### src/inverse_mux_pkg.sv
// constants for the inverse-mux sync, delay and out-of-frame status block
// assumes 32-bit avalon-mm words, registers in byte lane 0, byte address = index * 4
package inverse_mux_pkg;

  // number of bonded link portions
  localparam int NUM_LINKS = 4;

  // register indices
  localparam logic [7:0] IDX_COMMAND = 8'h17;
  localparam logic [7:0] IDX_SYNC_LIVE = 8'h18;
  localparam logic [7:0] IDX_SYNC_IE = 8'h19;
  localparam logic [7:0] IDX_SYNC_LATCHED = 8'h1a;
  localparam logic [7:0] IDX_DIFF_DELAY = 8'h1b;
  localparam logic [7:0] IDX_DELAY_ERR_IE = 8'h1c;
  localparam logic [7:0] IDX_DELAY_ERR_LATCHED = 8'h1d;
  localparam logic [7:0] IDX_OOF_IE = 8'h1e;
  localparam logic [7:0] IDX_OOF_LATCHED = 8'h1f;
  localparam logic [7:0] IDX_IRQ_STATUS = 8'h28;
  localparam logic [7:0] IDX_IRQ_MASK = 8'h29;

  // byte addresses on the bus
  localparam logic [7:0] ADDR_COMMAND = 8'(IDX_COMMAND * 4);
  localparam logic [7:0] ADDR_SYNC_LIVE = 8'(IDX_SYNC_LIVE * 4);
  localparam logic [7:0] ADDR_SYNC_IE = 8'(IDX_SYNC_IE * 4);
  localparam logic [7:0] ADDR_SYNC_LATCHED = 8'(IDX_SYNC_LATCHED * 4);
  localparam logic [7:0] ADDR_DIFF_DELAY = 8'(IDX_DIFF_DELAY * 4);
  localparam logic [7:0] ADDR_DELAY_ERR_IE = 8'(IDX_DELAY_ERR_IE * 4);
  localparam logic [7:0] ADDR_DELAY_ERR_LATCHED = 8'(IDX_DELAY_ERR_LATCHED * 4);
  localparam logic [7:0] ADDR_OOF_IE = 8'(IDX_OOF_IE * 4);
  localparam logic [7:0] ADDR_OOF_LATCHED = 8'(IDX_OOF_LATCHED * 4);
  localparam logic [7:0] ADDR_IRQ_STATUS = 8'(IDX_IRQ_STATUS * 4);
  localparam logic [7:0] ADDR_IRQ_MASK = 8'(IDX_IRQ_MASK * 4);

  // reset values and fixed read values
  localparam logic [7:0] REG_RESET = 8'h00;
  localparam logic [7:0] COMMAND_READ_VALUE = 8'hff;
  localparam logic [3:0] NIBBLE_RESET = 4'h0;
  localparam logic [31:0] WORD_ZERO = 32'h0000_0000;
  localparam logic [23:0] UPPER_LANES_ZERO = 24'h00_0000;

  // command codes
  localparam logic [7:0] CMD_LINK_START = 8'h82;

  // field positions
  localparam int DELAY_ERR_BIT = 0;
  localparam int IRQ_GLOBAL_BIT = 0;

  // differential delay scaling: 8 bits span the largest measurable delay
  localparam int DIFF_DELAY_MAX_US = 64000;
  localparam int DIFF_DELAY_LSB_US = DIFF_DELAY_MAX_US / 256;
  localparam int DIFF_DELAY_LIMIT_US = 7750;
  localparam logic [7:0] DIFF_DELAY_LIMIT_CODE = 8'(DIFF_DELAY_LIMIT_US / DIFF_DELAY_LSB_US);

endpackage : inverse_mux_pkg

### src/inverse_mux_sync_status_irq.sv
// inverse-mux sync status, latched status, differential delay and interrupt enables
// assumes status inputs come from link logic on ref_clk; bus master is avalon-mm
// Operation
// each far-end sync live bit is set once a sync command for that portion has arrived.
// each local sync live bit in the low nibble is set while the local receiver is in sync.
// a latched copy of every live sync bit sits at the same bit position in its own register.
// a far-end sync enable bit in the upper nibble lets its latched bit raise an interrupt.
// a local sync enable bit in the lower nibble lets its latched bit raise an interrupt.
// the measured differential delay is readable as 8 bits spanning up to 64 ms.
// the delay error latched bit 0 sets when the delay exceeds 7.75 ms.
// delay error enable bit 0 lets the latched delay error raise an interrupt.
// out-of-frame enables hold four far-end bits high and four local bits low.
// per link a far-end or local out-of-frame condition latches its own bit.
// on out-of-frame, software stops transmit_allow and restarts the link handshake.
// the global inverse-mux status bit sets whenever any enabled event is pending.
// writing command 0x82 issues a link start so the far end hunts three sequence numbers.
// latched bits set on the rising live condition and stay until software writes 1.
//
// Local design decision: the Avalon-MM register port.
`timescale 1ns/100ps
`default_nettype none

module inverse_mux_sync_status_irq
  import inverse_mux_pkg::*;
(
  input wire logic ref_clk,
  input wire logic srst,
  input wire logic [7:0] address,
  input wire logic read,
  input wire logic write,
  input wire logic [31:0] writedata,
  input wire logic [3:0] byteenable,
  output logic [31:0] readdata,
  output logic waitrequest,
  input wire logic [NUM_LINKS-1:0] far_end_sync,
  input wire logic [NUM_LINKS-1:0] local_sync,
  input wire logic [NUM_LINKS-1:0] far_end_oof,
  input wire logic [NUM_LINKS-1:0] local_oof,
  input wire logic [7:0] diff_delay_value,
  output logic link_start,
  output logic irq
);

  logic waitrequest_reg;
  logic [31:0] readdata_reg;
  logic [7:0] rd_mux;
  logic req;
  logic accept;
  logic wr_hit;
  logic rd_irq_clear;
  logic [7:0] wr_byte;

  logic [7:0] sync_live_reg;
  logic [7:0] sync_prev_reg;
  logic [7:0] sync_latched_reg;
  logic [7:0] sync_ie_reg;
  logic [7:0] sync_rise;
  logic [7:0] sync_w1c;

  logic [7:0] oof_prev_reg;
  logic [7:0] oof_latched_reg;
  logic [7:0] oof_ie_reg;
  logic [7:0] oof_now;
  logic [7:0] oof_rise;
  logic [7:0] oof_w1c;

  logic [7:0] diff_delay_reg;
  logic exceed;
  logic exceed_prev_reg;
  logic delay_err_latched_reg;
  logic delay_err_ie_reg;

  logic global_pending;
  logic irq_status_reg;
  logic irq_mask_reg;
  logic irq_reg;
  logic link_start_reg;

  // bus request decode; a request is acted on at the edge where waitrequest is low
  assign req = read | write;
  assign accept = req && !waitrequest_reg;
  assign wr_byte = writedata[7:0];
  assign wr_hit = write && accept && byteenable[0];
  assign rd_irq_clear = read && accept && (address == ADDR_IRQ_STATUS);

  // one wait state, then a one-cycle answer
  always_ff @(posedge ref_clk) begin
    if (srst) begin
      waitrequest_reg <= 1'b1;
    end else begin
      waitrequest_reg <= !(req && waitrequest_reg);
    end
  end

  // read mux, unmapped addresses read as zero
  always_comb begin
    rd_mux = REG_RESET;
    unique case (address)
      ADDR_COMMAND: rd_mux = COMMAND_READ_VALUE;
      ADDR_SYNC_LIVE: rd_mux = sync_live_reg;
      ADDR_SYNC_IE: rd_mux = sync_ie_reg;
      ADDR_SYNC_LATCHED: rd_mux = sync_latched_reg;
      ADDR_DIFF_DELAY: rd_mux = diff_delay_reg;
      ADDR_DELAY_ERR_IE: rd_mux[DELAY_ERR_BIT] = delay_err_ie_reg;
      ADDR_DELAY_ERR_LATCHED: rd_mux[DELAY_ERR_BIT] = delay_err_latched_reg;
      ADDR_OOF_IE: rd_mux = oof_ie_reg;
      ADDR_OOF_LATCHED: rd_mux = oof_latched_reg;
      ADDR_IRQ_STATUS: rd_mux[IRQ_GLOBAL_BIT] = irq_status_reg;
      ADDR_IRQ_MASK: rd_mux[IRQ_GLOBAL_BIT] = irq_mask_reg;
      default: rd_mux = REG_RESET;
    endcase
  end

  // read data captured in the wait cycle, held through the answer cycle
  always_ff @(posedge ref_clk) begin
    if (srst) begin
      readdata_reg <= WORD_ZERO;
    end else if (read && waitrequest_reg) begin
      readdata_reg <= {UPPER_LANES_ZERO, rd_mux};
    end
  end

  // live sync status: far end in upper nibble, local in lower
  always_ff @(posedge ref_clk) begin
    if (srst) begin
      sync_live_reg <= REG_RESET;
      sync_prev_reg <= REG_RESET;
    end else begin
      sync_live_reg <= {far_end_sync, local_sync};
      sync_prev_reg <= sync_live_reg;
    end
  end

  // write-one-to-clear masks, only on an accepted write to lane 0
  assign sync_w1c = (wr_hit && address == ADDR_SYNC_LATCHED) ? wr_byte : REG_RESET;
  assign oof_w1c = (wr_hit && address == ADDR_OOF_LATCHED) ? wr_byte : REG_RESET;
  assign sync_rise = sync_live_reg & ~sync_prev_reg;

  // latched sync copy at the live bit positions; a set beats a same-cycle clear
  always_ff @(posedge ref_clk) begin
    if (srst) begin
      sync_latched_reg <= REG_RESET;
    end else begin
      sync_latched_reg <= (sync_latched_reg & ~sync_w1c) | sync_rise;
    end
  end

  // out-of-frame per link: far end upper nibble, local lower nibble
  assign oof_now = {far_end_oof, local_oof};
  assign oof_rise = oof_now & ~oof_prev_reg;

  always_ff @(posedge ref_clk) begin
    if (srst) begin
      oof_prev_reg <= REG_RESET;
      oof_latched_reg <= REG_RESET;
    end else begin
      oof_prev_reg <= oof_now;
      oof_latched_reg <= (oof_latched_reg & ~oof_w1c) | oof_rise;
    end
  end

  // measured differential delay, quarter-millisecond steps
  always_ff @(posedge ref_clk) begin
    if (srst) begin
      diff_delay_reg <= REG_RESET;
    end else begin
      diff_delay_reg <= diff_delay_value;
    end
  end

  // delay error latches on the rise of an over-limit measurement
  assign exceed = diff_delay_reg > DIFF_DELAY_LIMIT_CODE;

  always_ff @(posedge ref_clk) begin
    if (srst) begin
      exceed_prev_reg <= 1'b0;
      delay_err_latched_reg <= 1'b0;
    end else begin
      exceed_prev_reg <= exceed;
      if (exceed && !exceed_prev_reg) begin
        delay_err_latched_reg <= 1'b1;
      end else if (wr_hit && address == ADDR_DELAY_ERR_LATCHED && wr_byte[DELAY_ERR_BIT]) begin
        delay_err_latched_reg <= 1'b0;
      end
    end
  end

  // software-written enables
  always_ff @(posedge ref_clk) begin
    if (srst) begin
      sync_ie_reg <= REG_RESET;
      oof_ie_reg <= REG_RESET;
      delay_err_ie_reg <= 1'b0;
      irq_mask_reg <= 1'b0;
    end else if (wr_hit) begin
      if (address == ADDR_SYNC_IE) begin
        sync_ie_reg <= wr_byte;
      end
      if (address == ADDR_OOF_IE) begin
        oof_ie_reg <= wr_byte;
      end
      if (address == ADDR_DELAY_ERR_IE) begin
        delay_err_ie_reg <= wr_byte[DELAY_ERR_BIT];
      end
      if (address == ADDR_IRQ_MASK) begin
        irq_mask_reg <= wr_byte[IRQ_GLOBAL_BIT];
      end
    end
  end

  // any latched event whose enable is set
  assign global_pending = (|(sync_latched_reg & sync_ie_reg))
    | (delay_err_latched_reg & delay_err_ie_reg)
    | (|(oof_latched_reg & oof_ie_reg));

  // sticky global status, cleared by reading it; a new set wins
  always_ff @(posedge ref_clk) begin
    if (srst) begin
      irq_status_reg <= 1'b0;
    end else if (global_pending) begin
      irq_status_reg <= 1'b1;
    end else if (rd_irq_clear && readdata_reg[IRQ_GLOBAL_BIT]) begin
      irq_status_reg <= 1'b0;
    end
  end

  // level interrupt out
  always_ff @(posedge ref_clk) begin
    if (srst) begin
      irq_reg <= 1'b0;
    end else begin
      irq_reg <= irq_status_reg & irq_mask_reg;
    end
  end

  // link start command pulse; other codes are ignored
  always_ff @(posedge ref_clk) begin
    if (srst) begin
      link_start_reg <= 1'b0;
    end else begin
      link_start_reg <= wr_hit && (address == ADDR_COMMAND) && (wr_byte == CMD_LINK_START);
    end
  end

  assign readdata = readdata_reg;
  assign waitrequest = waitrequest_reg;
  assign link_start = link_start_reg;
  assign irq = irq_reg;
endmodule : inverse_mux_sync_status_irq

`default_nettype wire

### config.mk
export PLATFORM = sky130hd
export DESIGN_NAME = inverse_mux_sync_status_irq
export DESIGN_NICKNAME = d
export VERILOG_FILES = /design/src/inverse_mux_pkg.sv /design/src/inverse_mux_sync_status_irq.sv
export SDC_FILE = /design/constraint.sdc
export NUM_CORES = 1
export LEC_CHECK = 0
export ABC_CLOCK_PERIOD_IN_PS = 1440
export BUFFER_PORTS_ARGS = -buffer_cell sky130_fd_sc_hd__clkbuf_2
export CAP_MARGIN = 20
export CORE_ASPECT_RATIO = 0.5
export CORE_MARGIN = 5
export CORE_UTILIZATION = 45
export DETAILED_ROUTE_END_ITERATION = 8
export HOLD_SLACK_MARGIN = 0.02
export PLACE_DENSITY_LB_ADDON = 0.1
export REMOVE_ABC_BUFFERS = 1
export SYNTH_ARGS = -nofsm -noshare
export SYNTH_HDL_FRONTEND = slang
export SYNTH_SLANG_ARGS = --single-unit
### constraint.sdc
create_clock -name ref_clk -period 1.44 [get_ports ref_clk]
set_input_delay 0 -clock ref_clk [delete_from_list [all_inputs] [get_ports ref_clk]]
set_output_delay 0 -clock ref_clk [all_outputs]
set_load 0.01 [all_outputs]
**After elaboration in Yosys (flattened, before gate mapping)**

Cells that the tools add are included.

- Output and inout bits: 35
- Register bits: 80

- Bitwise logic cells: 17
- Eq/ne operators: 12
- Reductions and logical operators: 26
- Multiplexer cells: 8
- Magnitude comparators: 1

Operator list:

| cell | number |
|---|---|
| $eq 8x7->1 const B | 9 |
| $pmux 7 s7 | 1 |
| $and 8x8->8 | 6 |
| $not 8->8 | 4 |
| $eq 8x8->1 const B | 3 |
| $mux 8 | 2 |
| $or 8x8->8 | 2 |
| $reduce_or 8->1 | 2 |
| $logic_and 1x1->1 | 15 |
| $pmux 1 s11 | 1 |
| $gt 8x5->1 const B | 1 |
| $reduce_and 2->1 | 4 |
| $mux 1 | 4 |
| $reduce_bool 2->1 | 2 |
| $logic_not 1->1 | 3 |
| $or 1x1->1 | 3 |
| $and 1x1->1 | 2 |

**Longest topological paths before layout**

- Word-level depth: 9
- Gate-level depth with buffers: 7

**Least setup slack after synthesis**

Ideal clock, no wire load.

- Kind: register to register
- From: register waitrequest_reg (netlist: waitrequest)
- To: register oof_latched_reg[0]
- Buffers on the path: 2
- Cell stages (with the launch flop): 7
- Clock period less this slack: 1.462 ns
- Data arrival time: 1.334 ns
- Setup slack: -0.022 ns
- Cell sequence: dfxtp_1 -> and3b_1 -> clkbuf_1 -> clkbuf_1 -> nand3_1 -> a21oi_1 -> nor2_1

- Cells in the longest elaborated chain, start to end: 9

RTL lines:

| element | RTL line | RTL |
|---|---|---|
| start, declared | inverse_mux_sync_status_irq.sv:44 | `logic waitrequest_reg;` |
| start signal, assigned | inverse_mux_sync_status_irq.sv:91 | `waitrequest_reg <= !(req && waitrequest_reg);` |
| $logic_not 1->1 | inverse_mux_sync_status_irq.sv:81 | `assign accept = req && !waitrequest_reg;` |
| $logic_and 1x1->1 | inverse_mux_sync_status_irq.sv:81 |  |
| $logic_and 1x1->1 (2 in a row) | inverse_mux_sync_status_irq.sv:83 | `assign wr_hit = write && accept && byteenable[0];` |
| $logic_and 1x1->1 | inverse_mux_sync_status_irq.sv:136 | `assign oof_w1c = (wr_hit && address == ADDR_OOF_LATCHED) ? wr_byte : REG_RESET;` |
| $mux 8 | inverse_mux_sync_status_irq.sv:136 |  |
| $not 8->8 | inverse_mux_sync_status_irq.sv:158 | `oof_latched_reg <= (oof_latched_reg & ~oof_w1c) \| oof_rise;` |
| $and 8x8->8 | inverse_mux_sync_status_irq.sv:158 |  |
| $or 8x8->8 | inverse_mux_sync_status_irq.sv:158 |  |
| end signal, assigned | inverse_mux_sync_status_irq.sv:158 |  |
| end, declared | inverse_mux_sync_status_irq.sv:61 | `logic [7:0] oof_latched_reg;` |

Every way passes these cells.
A chain may end at the register's enable or synchronous reset.

**Worst setup path after layout**

- From: register waitrequest_reg (netlist: waitrequest)
- To: register link_start_reg (netlist: link_start)

- Cells in the longest elaborated chain, start to end: 6

RTL lines:

| element | RTL line | RTL |
|---|---|---|
| $logic_not 1->1 | inverse_mux_sync_status_irq.sv:81 |  |
| $logic_and 1x1->1 | inverse_mux_sync_status_irq.sv:81 |  |
| $logic_and 1x1->1 (2 in a row) | inverse_mux_sync_status_irq.sv:83 |  |
| $logic_and 1x1->1 (2 in a row) | inverse_mux_sync_status_irq.sv:241 | `link_start_reg <= wr_hit && (address == ADDR_COMMAND) && (wr_byte == CMD_LINK_START);` |
| end signal, assigned | inverse_mux_sync_status_irq.sv:241 |  |
| end, declared | inverse_mux_sync_status_irq.sv:77 | `logic link_start_reg;` |

Every way passes these cells.

==> reports/metrics.sh <==
STATUS='finished clean'
CTS.ROOT.BUFFER_CELL='sky130_fd_sc_hd__clkbuf_16'
DRT_ITER0_MARKERS=372
POWER.STATIC_LEAKAGE_nW=1.94
ASYNC_RESET_FF_SHARE_PCT=0
FINALHOLDVIOLATIONS=0
ROUTABILITY_CONG=0.929
TIMING.HOLD.WORST.CLASS='input port to flop'
PERIOD_MINUS_SLACK_PS=1430
CLOCKPOWERSHARE_PCT=44.6
REPORT.FINAL.SLEW_VIOL_COUNT=0
SLEW_HEADROOM_PCT=65.3
CLK_TRANSITION_REPORTED_PATHS_PS=60
DETAILEDROUTE.FIRSTPASSITERATIONCOUNT=7
WORSTHOLDPATHCELLS=3
CRIT_FANOUT=7
FINISH.INSTANCE_AREA_MM2=0.00476
CTS_TREE='yes'
SYNTH_ADDER_AREA_SHARE_PCT=0
WORST-R2R-SETUP-SLACK_PS=7
NUMCLOCKSINKS=80
DETAIL-ROUTE-ANTENNA-NETS=0
REMAINING_DRC_ERRORS=0
SYNTHESIS.AREA_MM2=0.00357
PLACE_HPWL_UM=7650
VIAS_PER_CELL=5.34
PATH_CLASS='flop to flop'
FP-ROW-COUNT=22
DIE_WIDTH_UM=136
YOSYSSEQAREASHARE_PCT=44.9
ANTENNA_FOUND_INITIAL=0
WORST_PIN_SLEW_PS=520
HOLD_START='writedata[0]'
DESIGN.DIE.AREA_MM2=0.00992
FINAL.SETUP.TNS_PS=0
SYNTH_EDF_COUNT=0
STARTING_DENSITY_OF_THE_CORE_PCT=47.5
CRITPATHARRIVALTIME_PS=1710
CTSHTREEMAXLEVEL=3
UNREPAIRED_SETUP_ENDPOINTS_AFTER_GLOBAL_ROUTING='true'
FIRST_GLOBAL_VIAS=3202
FINALSETUPVIOLCOUNT=0
SYNTH_TOP_FAMILY_BY_AREA='simple AND/OR/NAND/NOR gates'
N_ANTENNA_CELL=0
DR_TOTAL_VIAS=3347
CRIT-REG2REG-CAPTURE='link_start$_SDFF_PP0_'
CLK_LAT_WORST_SKEW_PS=340
FINAL_NETS=586
PERIOD_SHARE_PCT=99.5
YS_SEQ_ELEMENTS=80
POST_DR_WIRELENGTH_CELL_UM=16.8
WORSTPATHREQUIRED_PS=1710
SYNTH_TO_LAYOUT_AREA_GROWTH_PCT=33.5
DIE_H_UM=73.0
CRIT_PATH_START_KIND='flop'
YOSYSUNIQUECELLTYPES=53
PEAKVDDDROP_uV=821
DP.CELLS=576
DRIVE_GT1_SHARE_PCT=24.3
GRT_OVERALL_USAGE_PCT=21.9
COMB_POWER_SHARE_PCT=9.8
CLOCK_PATH_BUFFERS=2
MOST_FREQUENTLY_USED_FLOP_MASTER_AFTER_SYNTHESIS='sky130_fd_sc_hd__dfxtp_1'
SIMPLE_GATE_SHARE_OF_THE_SYNTHESIZED_AREA_PCT=26.6
WORST_CLOCK_SKEW_PS=9.26
DRT_WL_TOTAL_UM=10600
SYNTH-COMPOUND-AREA-SHARE_PCT=15.5
SYNTH.AVG_CELL_AREA_UM2=8.92
SYNTHCELLS=400
P_SW_SHARE_PCT=24.1
GRT.OVERFLOW.TOTAL=0
POWER-PER-CELL-AREA_mW_PER_MM2=1090
GRT_START_MAX_NET_PINS=41
GRT_PASS1_WL_UM=16600
SWITCHINGPOWER_mW=1.25
FLOORPLAN.IO_PINS=107
REG2REG_FROM='waitrequest$_SDFF_PP1_'
PLACED_INSTANCE_AREA_MM2=0.00407
POST_SYNTH_MUX_AREA_SHARE_PCT=4.74
SYNTHESIS.YOSYS.WARNINGS=0
MAX_CAP_VIOL_COUNT=0
FMAX_GHz=0.698
PLACEABLECOREAREA_MM2=0.00751
SYNTH-XOR-AREA-SHARE_PCT=0
NUMBER_OF_CLOCK_BUFFERS_INSERTED_BY_TRITONCTS=9
BUFFER_PORTS.INSERTED=55
SETUP.WORST_PATH.END_CLASS='flop'
SHARE_SEQ_OF_TOTAL_POWER_PCT=45.5
WORSTHOLDENDPOINT='sync_ie_reg[0]$_SDFFE_PP0P_'
POST_LAYOUT_NONFILLER_INSTANCES=627
WORST-R2R-CELL-COUNT=6
INTERNAL-POWER_mW=3.93
[power groups by stage]
stage	sequential, mW	clock [mW]	combinational (mW)
2_1_floorplan	2.38	0	0.190
3_3_place_gp	2.40	0	0.410
3_5_place_dp	2.40	0	0.417
4_1_cts	2.36	2.34	0.490
5_1_grt	2.37	2.44	0.558
6_report	2.36	2.31	0.509
[stage by stage]
step                util (%)  hold slack [ps]  setup WS, ps  power (mW)
global placement        54.1              208         -77.8        2.81
CTS                     62.8             23.1          5.73        5.18
detailed placement      54.1              212          -119        2.82
global route            63.4             30.3         -27.9        5.36
floorplan                  -             66.2          -217        2.57
finish                  63.4             47.9          6.94        5.18
[critical path: stages (launching register included)]
cell and delay [ps]:
sky130_fd_sc_hd__dfxtp_2 350, sky130_fd_sc_hd__nand3b_1 260, sky130_fd_sc_hd__buf_4 190, sky130_fd_sc_hd__buf_4 120
sky130_fd_sc_hd__nor4_1 170, sky130_fd_sc_hd__nand4_1 160, sky130_fd_sc_hd__nor2_1 110
[layer usage]
layer,GRT usage (%),part of all wire [%],wire length (um)
met1,29.5,44,4690
met2,33.7,43,4540
met3,7.64,11,1200
met4,5.70,1.3,138
met5,0,0,0
[Yosys cell counts (2+ instances only)]
master	n	area, um^2
sky130_fd_sc_hd__dfxtp_1	80	1600
sky130_fd_sc_hd__nor2b_1	47	294
sky130_fd_sc_hd__nand2_1	37	139
sky130_fd_sc_hd__a21oi_1	36	180
sky130_fd_sc_hd__nand3_1	30	150
sky130_fd_sc_hd__buf_4	26	195
sky130_fd_sc_hd__nor2_1	24	90.1
sky130_fd_sc_hd__a22oi_1	13	97.6
sky130_fd_sc_hd__clkbuf_1	10	37.5
sky130_fd_sc_hd__mux2i_1	9	90.1
sky130_fd_sc_hd__o21ai_0	8	40.0
sky130_fd_sc_hd__a22o_1	7	61.3
sky130_fd_sc_hd__inv_1	5	18.8
sky130_fd_sc_hd__nand2b_1	5	31.3
sky130_fd_sc_hd__and3b_1	4	35.0
sky130_fd_sc_hd__buf_2	4	20.0
sky130_fd_sc_hd__nand4_1	4	25.0
sky130_fd_sc_hd__nor3_1	4	20.0
sky130_fd_sc_hd__mux2_2	3	33.8
sky130_fd_sc_hd__nor4_1	3	18.8
sky130_fd_sc_hd__a31oi_1	2	12.5
sky130_fd_sc_hd__buf_1	2	7.51
sky130_fd_sc_hd__mux4_2	2	45.0
sky130_fd_sc_hd__nand3b_1	2	15.0
sky130_fd_sc_hd__o211ai_1	2	15.0
sky130_fd_sc_hd__o2bb2ai_1	2	17.5
sky130_fd_sc_hd__o31ai_1	2	15.0
sky130_fd_sc_hd__o41ai_1	2	17.5
[cells by family (layout without fill, tap and decap cells)]
logic type             count (synthesis)  in the layout
AOI/OAI and AO/OA                     83             83
muxes                                 14             14
and+or+nand+nor                      173            173
buffers and inverters                 49            145
DFF                                   80             80
other                                  1             24
[what timing repair did]
item / in CTS / in global routing
buffers inserted: 0 / 2
hold buffers: 33 / 0
gates resized for setup: 4 / 7
endpoints found under the setup margin: 17 / 19
endpoints found under the hold margin: 47 / 0
[cell usage in the layout (no fill, tap or decap), types with 2 or more instances in the layout]
cell,instances
sky130_fd_sc_hd__buf_12,2
sky130_fd_sc_hd__nand2_2,3
sky130_fd_sc_hd__clkbuf_16,9
sky130_fd_sc_hd__nor2_1,24
sky130_fd_sc_hd__nor3_1,4
sky130_fd_sc_hd__o2bb2ai_1,2
sky130_fd_sc_hd__a31oi_1,2
sky130_fd_sc_hd__nand3b_1,2
sky130_fd_sc_hd__nand2_1,35
sky130_fd_sc_hd__dlygate4sd3_1,33
sky130_fd_sc_hd__mux4_2,2
sky130_fd_sc_hd__mux2i_1,9
sky130_fd_sc_hd__mux2_2,3
sky130_fd_sc_hd__nand3_1,30
sky130_fd_sc_hd__dfxtp_1,79
sky130_fd_sc_hd__a22oi_1,13
sky130_fd_sc_hd__clkinvlp_4,3
sky130_fd_sc_hd__nand2b_1,5
sky130_fd_sc_hd__a22o_1,7
sky130_fd_sc_hd__conb_1,24
sky130_fd_sc_hd__o211ai_1,2
sky130_fd_sc_hd__clkbuf_2,55
sky130_fd_sc_hd__and3b_1,4
sky130_fd_sc_hd__nor4_1,3
sky130_fd_sc_hd__buf_6,2
sky130_fd_sc_hd__o31ai_1,2
sky130_fd_sc_hd__a21oi_2,2
sky130_fd_sc_hd__buf_4,31
sky130_fd_sc_hd__a21oi_1,35
sky130_fd_sc_hd__o21ai_0,8
sky130_fd_sc_hd__nor2b_1,47
sky130_fd_sc_hd__inv_1,5
sky130_fd_sc_hd__nand4_1,4
[layout make-up]
class                           count  area [um^2]
Tap cell                          108          135
Clock inverter                      6         66.3
Fill cell                         655         2750
Inverter                            6         22.5
Sequential cell                    80         1600
Multi-Input combinational cell    294         1800
Timing Repair Buffer              123          901
Clock buffer                       10          239
[how the worst max path moves through the flow]
stage                                                    end  slack (ps)              startpoint
after floorplan           delay_err_latched_reg$_SDFFE_PP0P_        -220  waitrequest$_SDFF_PP1_
after global placement              readdata[0]$_SDFFE_PP0P_         -80              address[3]
after detailed placement       oof_latched_reg[1]$_SDFF_PP0_        -120              address[3]
after CTS                     sync_latched_reg[7]$_SDFF_PP0_           6  waitrequest$_SDFF_PP1_
after global routing               irq_mask_reg$_SDFFE_PP0P_         -30  waitrequest$_SDFF_PP1_
final                                  link_start$_SDFF_PP0_           7  waitrequest$_SDFF_PP1_
No activity file was read; power rests on OpenSTA's default activity.
